--- config.mk ---
export PLATFORM = sky130hd
export DESIGN_NAME = swm_top
export DESIGN_NICKNAME = d
export VERILOG_FILES = /design/src/rtl/swm_pkg.sv /design/src/rtl/swm_thresh.sv /design/src/rtl/swm_top.sv
export SDC_FILE = /design/constraint.sdc
export NUM_CORES = 2
export LEC_CHECK = 0
export BUFFER_PORTS_ARGS = -buffer_cell sky130_fd_sc_hd__buf_2
export CAP_MARGIN = 20
export CORE_ASPECT_RATIO = 0.5
export CORE_MARGIN = 2
export CORE_UTILIZATION = 29
export CTS_BUF_LIST = sky130_fd_sc_hd__clkbuf_16
export DETAILED_ROUTE_END_ITERATION = 6
export PLACE_DENSITY = 0.46
export REMOVE_ABC_BUFFERS = 1
export SKIP_CTS_REPAIR_TIMING = 1
export SLEW_MARGIN = 10
export SYNTH_ARGS = -nofsm -noshare
export SYNTH_HDL_FRONTEND = slang
export SYNTH_SLANG_ARGS = --single-unit
--- constraint.sdc ---
create_clock -name clk_i -period 28.6 [get_ports clk_i]
set_input_delay 1.43 -clock clk_i [delete_from_list [all_inputs] [get_ports clk_i]]
set_output_delay 1.43 -clock clk_i [all_outputs]
set_load 0.01 [all_outputs]
--- src/rtl/swm_pkg.sv ---
// Shared constants and carrier types of the servo warning monitor.
// Assumes a 32-bit classic Wishbone slave port and a single 25 MHz clock.
package swm_pkg;

	// ************************************************************
	// Register map, byte addresses
	// ************************************************************
	localparam logic [7:0] OFS_CTRL       = 8'h00;
	localparam logic [7:0] OFS_ERR_LVL    = 8'h04;
	localparam logic [7:0] OFS_ERR_PCT    = 8'h08;
	localparam logic [7:0] OFS_SON_LVL    = 8'h0c;
	localparam logic [7:0] OFS_SON_PCT    = 8'h10;
	localparam logic [7:0] OFS_PRE_PCT    = 8'h14;
	localparam logic [7:0] OFS_STATUS     = 8'h18;
	localparam logic [7:0] OFS_CODE       = 8'h1c;

	// ************************************************************
	// Control field positions and reset values
	// ************************************************************
	localparam int unsigned CTRL_CODE_OUT = 0;
	localparam int unsigned CTRL_NO_WARN  = 1;
	localparam int unsigned CTRL_VIB_WARN = 2;
	localparam logic [2:0]  CTRL_RST      = 3'h0;
	localparam logic [31:0] ERR_LVL_RST   = 32'h0000_1000;
	localparam logic [7:0]  ERR_PCT_RST   = 8'h64;
	localparam logic [31:0] SON_LVL_RST   = 32'h0000_1000;
	localparam logic [7:0]  SON_PCT_RST   = 8'h64;
	localparam logic [7:0]  PRE_PCT_RST   = 8'h50;
	localparam int unsigned PCT_DIV       = 100;

	// ************************************************************
	// Warning bit positions, numeric order of the codes
	// ************************************************************
	localparam int unsigned NW      = 18;
	localparam int unsigned W_ERR   = 0;
	localparam int unsigned W_SON   = 1;
	localparam int unsigned W_OL    = 2;
	localparam int unsigned W_VIB   = 3;
	localparam int unsigned W_REG   = 4;
	localparam int unsigned W_DB    = 5;
	localparam int unsigned W_PNUM  = 6;
	localparam int unsigned W_RANGE = 7;
	localparam int unsigned W_PDATA = 8;
	localparam int unsigned W_SIZE  = 9;
	localparam int unsigned W_LMODE = 10;
	localparam int unsigned W_NCOND = 11;
	localparam int unsigned W_REF   = 12;
	localparam int unsigned W_LBUSY = 13;
	localparam int unsigned W_COMBO = 14;
	localparam int unsigned W_CMD   = 15;
	localparam int unsigned W_COMM  = 16;
	localparam int unsigned W_UV    = 17;

	// Displayed code of each warning bit
	localparam logic [11:0] CODE_TAB [NW] = '{
		12'h900, 12'h901, 12'h910, 12'h911, 12'h920, 12'h921,
		12'h94a, 12'h94b, 12'h94c, 12'h94d, 12'h94e, 12'h95a,
		12'h95b, 12'h95d, 12'h95e, 12'h95f, 12'h960, 12'h971};

	// ************************************************************
	// Carrier types
	// ************************************************************
	// One protection channel: present load and its alarm level
	typedef struct packed {
		logic [15:0] load;
		logic [15:0] alarm_level;
	} swm_load_t;

	// Option-module interface checks, one-cycle pulses
	typedef struct packed {
		logic param_num_bad;
		logic data_range_bad;
		logic param_data_bad;
		logic size_bad;
		logic latch_mode_bad;
		logic op_cmd;
		logic ref_out_bad;
		logic latch_cmd;
		logic bad_combo;
		logic cmd_bad;
		logic comm_fail;
	} swm_hostev_t;

endpackage

--- src/rtl/swm_thresh.sv ---
// Threshold comparator: value against level * percent / 100.
// Assumes level and percent are static while compared; result one clock late.
`timescale 1ns/1ns
module swm_thresh #(
	parameter int unsigned W = 32
) (
	input  wire logic         clk_i,
	input  wire logic         rst_i,
	input  wire logic [W-1:0] value_i,
	input  wire logic [W-1:0] level_i,
	input  wire logic [7:0]   pct_i,
	output logic              over_o
);

	// ************************************************************
	// Scaled limit
	// ************************************************************
	// Full product kept so large levels do not wrap
	wire logic [W+7:0] prod  = level_i * pct_i;
	wire logic [W+7:0] limit = prod / (W+8)'(swm_pkg::PCT_DIV);
	wire logic         gt    = {8'h00, value_i} > limit;

	// Registered so the wide divider sees a full cycle
	always_ff @(posedge clk_i) begin
		if (rst_i) begin
			over_o <= 1'b0;
		end else begin
			over_o <= gt;
		end
	end

endmodule // swm_thresh

--- src/rtl/swm_top.sv ---
// Warning detection and coding of a linear servo drive, Wishbone slave.
// Assumes alarm detectors supply loads, levels and event pulses in sync.
//
// Behaviour
// Warn 900 when position error exceeds alarm level times percent over 100.
// At motor power on, warn 901 if error exceeds servo-on scaled level.
// Overload warning 910 raised before overload alarms 710 or 720.
// Vibration at the 520 level gives alarm or warning 911 per selector.
// Regenerative overload warning 920 raised before alarm 320.
// Dynamic brake overload warning 921 raised before alarm 731.
// Undervoltage warning 971 raised before alarm 410.
// Invalid received parameter number raises 94A; sender must send valid ones.
// Out-of-range received data raises 94B; sender must stay in range.
// Erroneous received parameter data raises 94C.
// Wrong data size raises 94D; sender must use the correct size.
// Erroneous latch mode settings raise 94E.
// Operating command with conditions unmet raises 95A; sender should wait.
// Faulty reference output from the option module raises 95B.
// Latch command during a latch operation raises 95D; no overlap allowed.
// Disallowed command combination raises 95E; module must avoid it.
// Erroneous command from the option module raises 95F.
// Communication fault with the option module raises 960.
// Warning codes appear on the code outputs only with code selector 1.
// With the detect selector at 1 no warning is detected.
// Warnings never stop operation; alarms follow only their own criteria.
//
// Design decisions made here: the Wishbone interface to the registers and the placing of the registers.
`timescale 1ns/1ns
module swm_top (
	input  wire logic                clk_i,
	input  wire logic                rst_i,
	// Wishbone slave
	input  wire logic                wb_cyc_i,
	input  wire logic                wb_stb_i,
	input  wire logic                wb_we_i,
	input  wire logic [7:0]          wb_adr_i,
	input  wire logic [3:0]          wb_sel_i,
	input  wire logic [31:0]         wb_dat_i,
	output logic [31:0]              wb_dat_o,
	output logic                     wb_ack_o,
	// Position loop
	input  wire logic [31:0]         pos_err_i,
	input  wire logic                power_on_i,
	// Protection channels
	input  wire swm_pkg::swm_load_t  overload_i,
	input  wire swm_pkg::swm_load_t  regen_i,
	input  wire swm_pkg::swm_load_t  brake_i,
	input  wire swm_pkg::swm_load_t  undervolt_i,
	input  wire logic                vib_detect_i,
	// Option module interface checks
	input  wire swm_pkg::swm_hostev_t host_ev_i,
	input  wire logic                exec_ok_i,
	input  wire logic                latch_busy_i,
	// Results
	output logic                     vib_alarm_o,
	output logic                     warn_active_o,
	output logic [11:0]              warn_code_o
);

	// ************************************************************
	// Register state
	// ************************************************************
	logic [2:0]             ctrl;
	logic [31:0]            err_lvl;
	logic [7:0]             err_pct;
	logic [31:0]            son_lvl;
	logic [7:0]             son_pct;
	logic [7:0]             pre_pct;
	logic [swm_pkg::NW-1:0] sticky;
	logic [swm_pkg::NW-1:0] next_sticky;
	logic                   power_q;
	logic [11:0]            next_code;

	// ************************************************************
	// Bus decode
	// ************************************************************
	// Request seen, and the edge at which the master takes the answer
	wire logic req      = wb_cyc_i & wb_stb_i;
	wire logic wr_take  = req & wb_we_i & wb_ack_o;
	wire logic lane0    = wb_sel_i[0];
	wire logic all_lane = &wb_sel_i;
	wire logic sel_ctrl = wb_adr_i == swm_pkg::OFS_CTRL;
	wire logic sel_elvl = wb_adr_i == swm_pkg::OFS_ERR_LVL;
	wire logic sel_epct = wb_adr_i == swm_pkg::OFS_ERR_PCT;
	wire logic sel_slvl = wb_adr_i == swm_pkg::OFS_SON_LVL;
	wire logic sel_spct = wb_adr_i == swm_pkg::OFS_SON_PCT;
	wire logic sel_ppct = wb_adr_i == swm_pkg::OFS_PRE_PCT;
	wire logic sel_stat = wb_adr_i == swm_pkg::OFS_STATUS;
	wire logic sel_code = wb_adr_i == swm_pkg::OFS_CODE;

	// Control fields
	wire logic code_output_selector      = ctrl[swm_pkg::CTRL_CODE_OUT];
	wire logic warning_detect_selector   = ctrl[swm_pkg::CTRL_NO_WARN];
	wire logic vibration_detect_selector = ctrl[swm_pkg::CTRL_VIB_WARN];

	// Read mux, unmapped addresses read zero
	wire logic [31:0] rd_mux =
		sel_ctrl ? {29'h0, ctrl} :
		sel_elvl ? err_lvl :
		sel_epct ? {24'h0, err_pct} :
		sel_slvl ? son_lvl :
		sel_spct ? {24'h0, son_pct} :
		sel_ppct ? {24'h0, pre_pct} :
		sel_stat ? {14'h0, sticky} :
		sel_code ? {20'h0, warn_code_o} :
		32'h0;

	// Status clear mask, write one to clear
	wire logic [swm_pkg::NW-1:0] clr =
		(wr_take & sel_stat) ? wb_dat_i[swm_pkg::NW-1:0] : '0;

	// ************************************************************
	// Wishbone answer
	// ************************************************************
	// Fixed one-cycle wait; ack drops the cycle after it was given
	always_ff @(posedge clk_i) begin
		if (rst_i) begin
			wb_ack_o <= 1'b0;
			wb_dat_o <= 32'h0;
		end else begin
			wb_ack_o <= req & ~wb_ack_o;
			wb_dat_o <= rd_mux;
		end
	end

	// ************************************************************
	// Configuration registers
	// ************************************************************
	// Narrow fields take lane 0; wide levels need all four lanes
	always_ff @(posedge clk_i) begin
		if (rst_i) begin
			ctrl    <= swm_pkg::CTRL_RST;
			err_pct <= swm_pkg::ERR_PCT_RST;
			son_pct <= swm_pkg::SON_PCT_RST;
			pre_pct <= swm_pkg::PRE_PCT_RST;
		end else if (wr_take & lane0) begin
			if (sel_ctrl) ctrl <= wb_dat_i[2:0];
			if (sel_epct) err_pct <= wb_dat_i[7:0];
			if (sel_spct) son_pct <= wb_dat_i[7:0];
			if (sel_ppct) pre_pct <= wb_dat_i[7:0];
		end
	end

	// Alarm levels, a partial write would leave a torn threshold
	always_ff @(posedge clk_i) begin
		if (rst_i) begin
			err_lvl <= swm_pkg::ERR_LVL_RST;
			son_lvl <= swm_pkg::SON_LVL_RST;
		end else if (wr_take & all_lane) begin
			if (sel_elvl) err_lvl <= wb_dat_i;
			if (sel_slvl) son_lvl <= wb_dat_i;
		end
	end

	// ************************************************************
	// Position error thresholds
	// ************************************************************
	logic err_over;
	logic son_over;

	swm_thresh #(.W(32)) u_err_thr (
		.clk_i   (clk_i),
		.rst_i   (rst_i),
		.value_i (pos_err_i),
		.level_i (err_lvl),
		.pct_i   (err_pct),
		.over_o  (err_over)
	);

	swm_thresh #(.W(32)) u_son_thr (
		.clk_i   (clk_i),
		.rst_i   (rst_i),
		.value_i (pos_err_i),
		.level_i (son_lvl),
		.pct_i   (son_pct),
		.over_o  (son_over)
	);

	// Delayed power level, aligned with the registered compare
	always_ff @(posedge clk_i) begin
		if (rst_i) begin
			power_q <= 1'b0;
		end else begin
			power_q <= power_on_i;
		end
	end

	// Servo-on check looks only in the cycle power comes up
	wire logic power_rise = power_on_i & ~power_q;
	logic      son_check;

	always_ff @(posedge clk_i) begin
		if (rst_i) begin
			son_check <= 1'b0;
		end else begin
			son_check <= power_rise;
		end
	end

	// ************************************************************
	// Pre-alarm channels
	// ************************************************************
	// Warning fires at a fraction of each alarm level, so it leads the alarm
	swm_pkg::swm_load_t ch [4];
	logic [3:0]         ch_over;

	assign ch[0] = overload_i;
	assign ch[1] = regen_i;
	assign ch[2] = brake_i;
	assign ch[3] = undervolt_i;

	for (genvar g = 0; g < 4; g++) begin : g_pre
		swm_thresh #(.W(16)) u_pre_thr (
			.clk_i   (clk_i),
			.rst_i   (rst_i),
			.value_i (ch[g].load),
			.level_i (ch[g].alarm_level),
			.pct_i   (pre_pct),
			.over_o  (ch_over[g])
		);
	end

	// ************************************************************
	// Vibration routing
	// ************************************************************
	// Same detection level either way; selector picks the outcome
	wire logic vib_warn  = vib_detect_i & vibration_detect_selector;
	wire logic vib_alarm = vib_detect_i & ~vibration_detect_selector;

	// Alarm path is sticky until reset; the warning path never escalates
	always_ff @(posedge clk_i) begin
		if (rst_i) begin
			vib_alarm_o <= 1'b0;
		end else if (vib_alarm) begin
			vib_alarm_o <= 1'b1;
		end
	end

	// ************************************************************
	// Option module checks
	// ************************************************************
	wire swm_pkg::swm_hostev_t ev = host_ev_i;
	wire logic cmd_no_cond = ev.op_cmd & ~exec_ok_i;
	wire logic latch_dup   = ev.latch_cmd & latch_busy_i;

	// ************************************************************
	// Raw warning events
	// ************************************************************
	logic [swm_pkg::NW-1:0] raw;

	always_comb begin
		raw                   = '0;
		raw[swm_pkg::W_ERR]   = err_over;
		raw[swm_pkg::W_SON]   = son_check & son_over;
		raw[swm_pkg::W_OL]    = ch_over[0];
		raw[swm_pkg::W_VIB]   = vib_warn;
		raw[swm_pkg::W_REG]   = ch_over[1];
		raw[swm_pkg::W_DB]    = ch_over[2];
		raw[swm_pkg::W_UV]    = ch_over[3];
		raw[swm_pkg::W_PNUM]  = ev.param_num_bad;
		raw[swm_pkg::W_RANGE] = ev.data_range_bad;
		raw[swm_pkg::W_PDATA] = ev.param_data_bad;
		raw[swm_pkg::W_SIZE]  = ev.size_bad;
		raw[swm_pkg::W_LMODE] = ev.latch_mode_bad;
		raw[swm_pkg::W_NCOND] = cmd_no_cond;
		raw[swm_pkg::W_REF]   = ev.ref_out_bad;
		raw[swm_pkg::W_LBUSY] = latch_dup;
		raw[swm_pkg::W_COMBO] = ev.bad_combo;
		raw[swm_pkg::W_CMD]   = ev.cmd_bad;
		raw[swm_pkg::W_COMM]  = ev.comm_fail;
	end

	// Detection switched off masks every source at once
	wire logic [swm_pkg::NW-1:0] set =
		warning_detect_selector ? '0 : raw;

	// ************************************************************
	// Sticky status
	// ************************************************************
	// Set wins over a clear in the same cycle, so no event is lost
	assign next_sticky = (sticky & ~clr) | set;

	always_ff @(posedge clk_i) begin
		if (rst_i) begin
			sticky <= '0;
		end else begin
			sticky <= next_sticky;
		end
	end

	// ************************************************************
	// Code selection
	// ************************************************************
	// Lowest-numbered active warning is shown; nothing is gated by it
	always_comb begin
		next_code = 12'h000;
		for (int i = swm_pkg::NW - 1; i >= 0; i--) begin
			if (sticky[i]) begin
				next_code = swm_pkg::CODE_TAB[i];
			end
		end
		if (!code_output_selector) begin
			next_code = 12'h000;
		end
	end

	// Outputs are flags only; the drive keeps running
	always_ff @(posedge clk_i) begin
		if (rst_i) begin
			warn_code_o   <= 12'h000;
			warn_active_o <= 1'b0;
		end else begin
			warn_code_o   <= next_code;
			warn_active_o <= |sticky;
		end
	end

endmodule // swm_top

==> flow_metrics.py <==
metrics = {
    "floorplanning": {
        "dieArea_sq_um": 225000,
        "die_w_um": 669,
        "die_h_um": 336,
        "pin_count": 271,
        "core-area_sq_um": 219000,
        "initial_utilization_pct": 29.3,
        "placement_rows": 121,
    },
    "cts": {
        "clk_latency_ns": 0.49,
        "cts_sinks": 160,
        "cts_tree": "built",
        "cts_root_buf": "clkbuf_16",
        "cts_made_buffers": 17,
        "ctsLongestPathBuffers": 2,
        "htree_num_levels": 4,
        "clk_pin_slew_ns": 0.11,
    },
    "timing": {
        "final-setup-viol-count": 0,
        "hold_slack_ns": 0.386,
        "fmax_mhz": 36.4,
        "slew_headroom_pct": 7.04,
        "rsz0062_at_grt": "true",
        "worst_slack_ns": 1.15,
        "worst_pin_slew_ns": 1.38,
        "hold_viol": 0,
        "slew_violations": 0,
        "fin_skew_ns": 0.0439,
        "timing.final.crit_share_pct": 96.0,
        "period_needed_ns": 27.45,
    },
    "placement": {
        "place.port_buffers": 267,
        "gp_congestion": 0.903,
        "pre_cts_ws_ns": -0.784,
        "dpl.hpwl_um": 180000,
    },
    "worst_setup_path": {
        "max_stage_delay_ns": 0.54,
        "crit_top_cell": "buf_4",
        "cp_slowest_cell": "fa_1",
        "rrSetupSlack_ns": 1.15,
        "startpoint": "son_pct[7]",
        "cp_max_fo": 17,
        "crit_arrival_ns": 27.84,
        "worst_r2r_endpoint": "u_son_thr.over_o",
        "cp_data_required_time_ns": 28.99,
        "critPathCaptureType": "register",
        "r2r_cells": 123,
        "crit_path_end": "u_son_thr.over_o",
        "reg2reg_from": "son_pct[7]",
        "critPathKind": "reg -> reg",
        "startpoint_type": "register",
    },
    "yosys": {
        "synth_top_area_share_pct": 21.8,
        "yosysSeqAreaShare_pct": 5.00,
        "syn_area_per_cell_sq_um": 7.57,
        "synth_edf_count": 0,
        "synth_most_common_cell": "nand2_1",
        "netlist_area_sq_um": 64100,
        "synth_commonest_cells": "1030 x nand2_1, 892 x inv_1, 696 x fa_1",
        "synthArstFlopShare_pct": 0,
        "netlist_instances": 8459,
        "synth_top_area_cell": "fa_1",
        "synth_warnings": 0,
        "synth_top_flop_cell": "dfxtp_1",
        "synth_cell_types": 164,
        "synthTopCellsByArea": "fa_1 22%, ha_1 8.3%, and2_1 6.7%, nand2_1 6.0%, inv_1 5.2%",
        "ys_seq_elements": 160,
    },
    "routing": {
        "routed_via_density": 5.22,
        "drt_wl_total_um": 220000,
        "ant_nets": 0,
        "drtPass1Iterations": 6,
        "first_iter_violations": 4207,
        "wire_per_inst_um": 18.5,
        "drc": 0,
        "via_count": 62400,
    },
    "grt": {
        "use_met1_pct": 26.4,
        "overflow": 0,
        "antenna_found_initial": 28,
        "grt_pass1_vias": 61800,
        "grt_pass1_wl_um": 348000,
        "use_met2_pct": 33.0,
        "grt_busiest_layer": "met2",
        "grt_use_total_pct": 19.1,
        "grt_max_degree": 60,
        "met3_usage_pct": 1.30,
    },
    "finish": {
        "nets": 10300,
        "syn_to_final_growth_pct": 16.2,
        "drive_gt1_share_pct": 16.2,
        "nFillCells": 23600,
    },
    "job": {
        "max_cap_viol_count": 0,
    },
    "run_status": {
        "status": "finished, final reports clean",
    },
    "hold_path": {
        "hp-class": "reg -> reg",
    },
}
-- critical path, delay by kind of cell, from the launching register on --
| kind | cells | cell delay [ns] |
|---|---|---|
| mux | 2 | 0.43 |
| xor+xnor | 3 | 0.70 |
| fa+ha+maj | 7 | 3.05 |
| flops | 1 | 0.39 |
| simple gates | 33 | 6.61 |
| compound gates | 62 | 13.72 |
| buf+inv | 16 | 2.42 |
-- flip-flops by register name (all words and copies together), names as in the netlist --
signal,cells
err_lvl,32
son_lvl,32
wb_dat_o,32
sticky,18
err_pct,8
pre_pct,8
son_pct,8
warn_code_o,8
g_pre.u_pre_thr.over_o,4
ctrl,3
power_q,1
son_check,1
u_err_thr.over_o,1
u_son_thr.over_o,1
vib_alarm_o,1
warn_active_o,1
wb_ack_o,1
-- cell type report --
type | instances | area, sq um | area share [%]
Antenna cell | 11 | 27.5 | 0.0370
Clock buffer | 17 | 425 | 0.571
Clock inverter | 15 | 210 | 0.282
Inverter | 907 | 3410 | 4.59
Multi-Input combinational cell | 7042 | 57500 | 77.3
Sequential cell | 160 | 3300 | 4.43
Tap cell | 2952 | 3690 | 4.96
Timing Repair Buffer | 839 | 5860 | 7.87
-- worst min-delay path by stage --
| stage | from | to | slack, ns | cells after the start |
|---|---|---|---|---|
| floorplan | power_q | son_check | 0.37 | 1 |
| global placement | power_q | son_check | 0.38 | 1 |
| detailed placement | power_q | son_check | 0.38 | 1 |
| CTS | power_q | son_check | 0.39 | 1 |
| global route | power_q | son_check | 0.40 | 1 |
| finish | power_q | son_check | 0.39 | 1 |
-- per-stage QoR --
step	cells	cell area (sq um)	utilization, %	TNS [ns]
finish	11900	74500	34.1	0
global route	11900	74400	34.1	-0.437
CTS	11900	72200	33.0	-1.14
detailed placement	11800	71600	32.7	-1.49
global placement	11800	71600	32.7	-1.37
floorplan	8109	62600	-	0
-- routing by layer --
layer / up-vias / wire length (um)
met1: 30600 / 104000
met5: - / 134
met3: 180 / 8310
met4: 20 / 3580
met2: 1328 / 104000
li1: 30300 / -
-- kinds of logic after synthesis --
| group | after synthesis | synth area share, % |
|---|---|---|
| and+or+nand+nor | 3135 | 24.2 |
| buffers and inverters | 1259 | 7.66 |
| DFF | 160 | 5.00 |
| adders and majority gates | 1184 | 31.0 |
| other | 1 | 0.00585 |
| xor gates and xnor gates | 432 | 6.06 |
| muxes | 114 | 1.89 |
| AOI/OAI and AO/OA | 2174 | 24.1 |
-- cell usage in the layout (no fill, tap or decap), types with 71 or more instances in the layout --
cell type	n
nand2_1	1025
inv_1	892
fa_1	696
and2_1	682
buf_4	551
nor2_1	543
a21oi_1	533
ha_1	412
xnor2_1	299
buf_2	267
o21ai_0	265
nand3_1	166
nor3_1	156
a21o_1	120
dfxtp_1	107
xor2_1	99
o211ai_1	87
o21bai_1	86
a31oi_1	82
nor2b_1	71
Power is not shown: default switching activity piles up to over one toggle a cycle in this logic, so the estimate is an artifact.
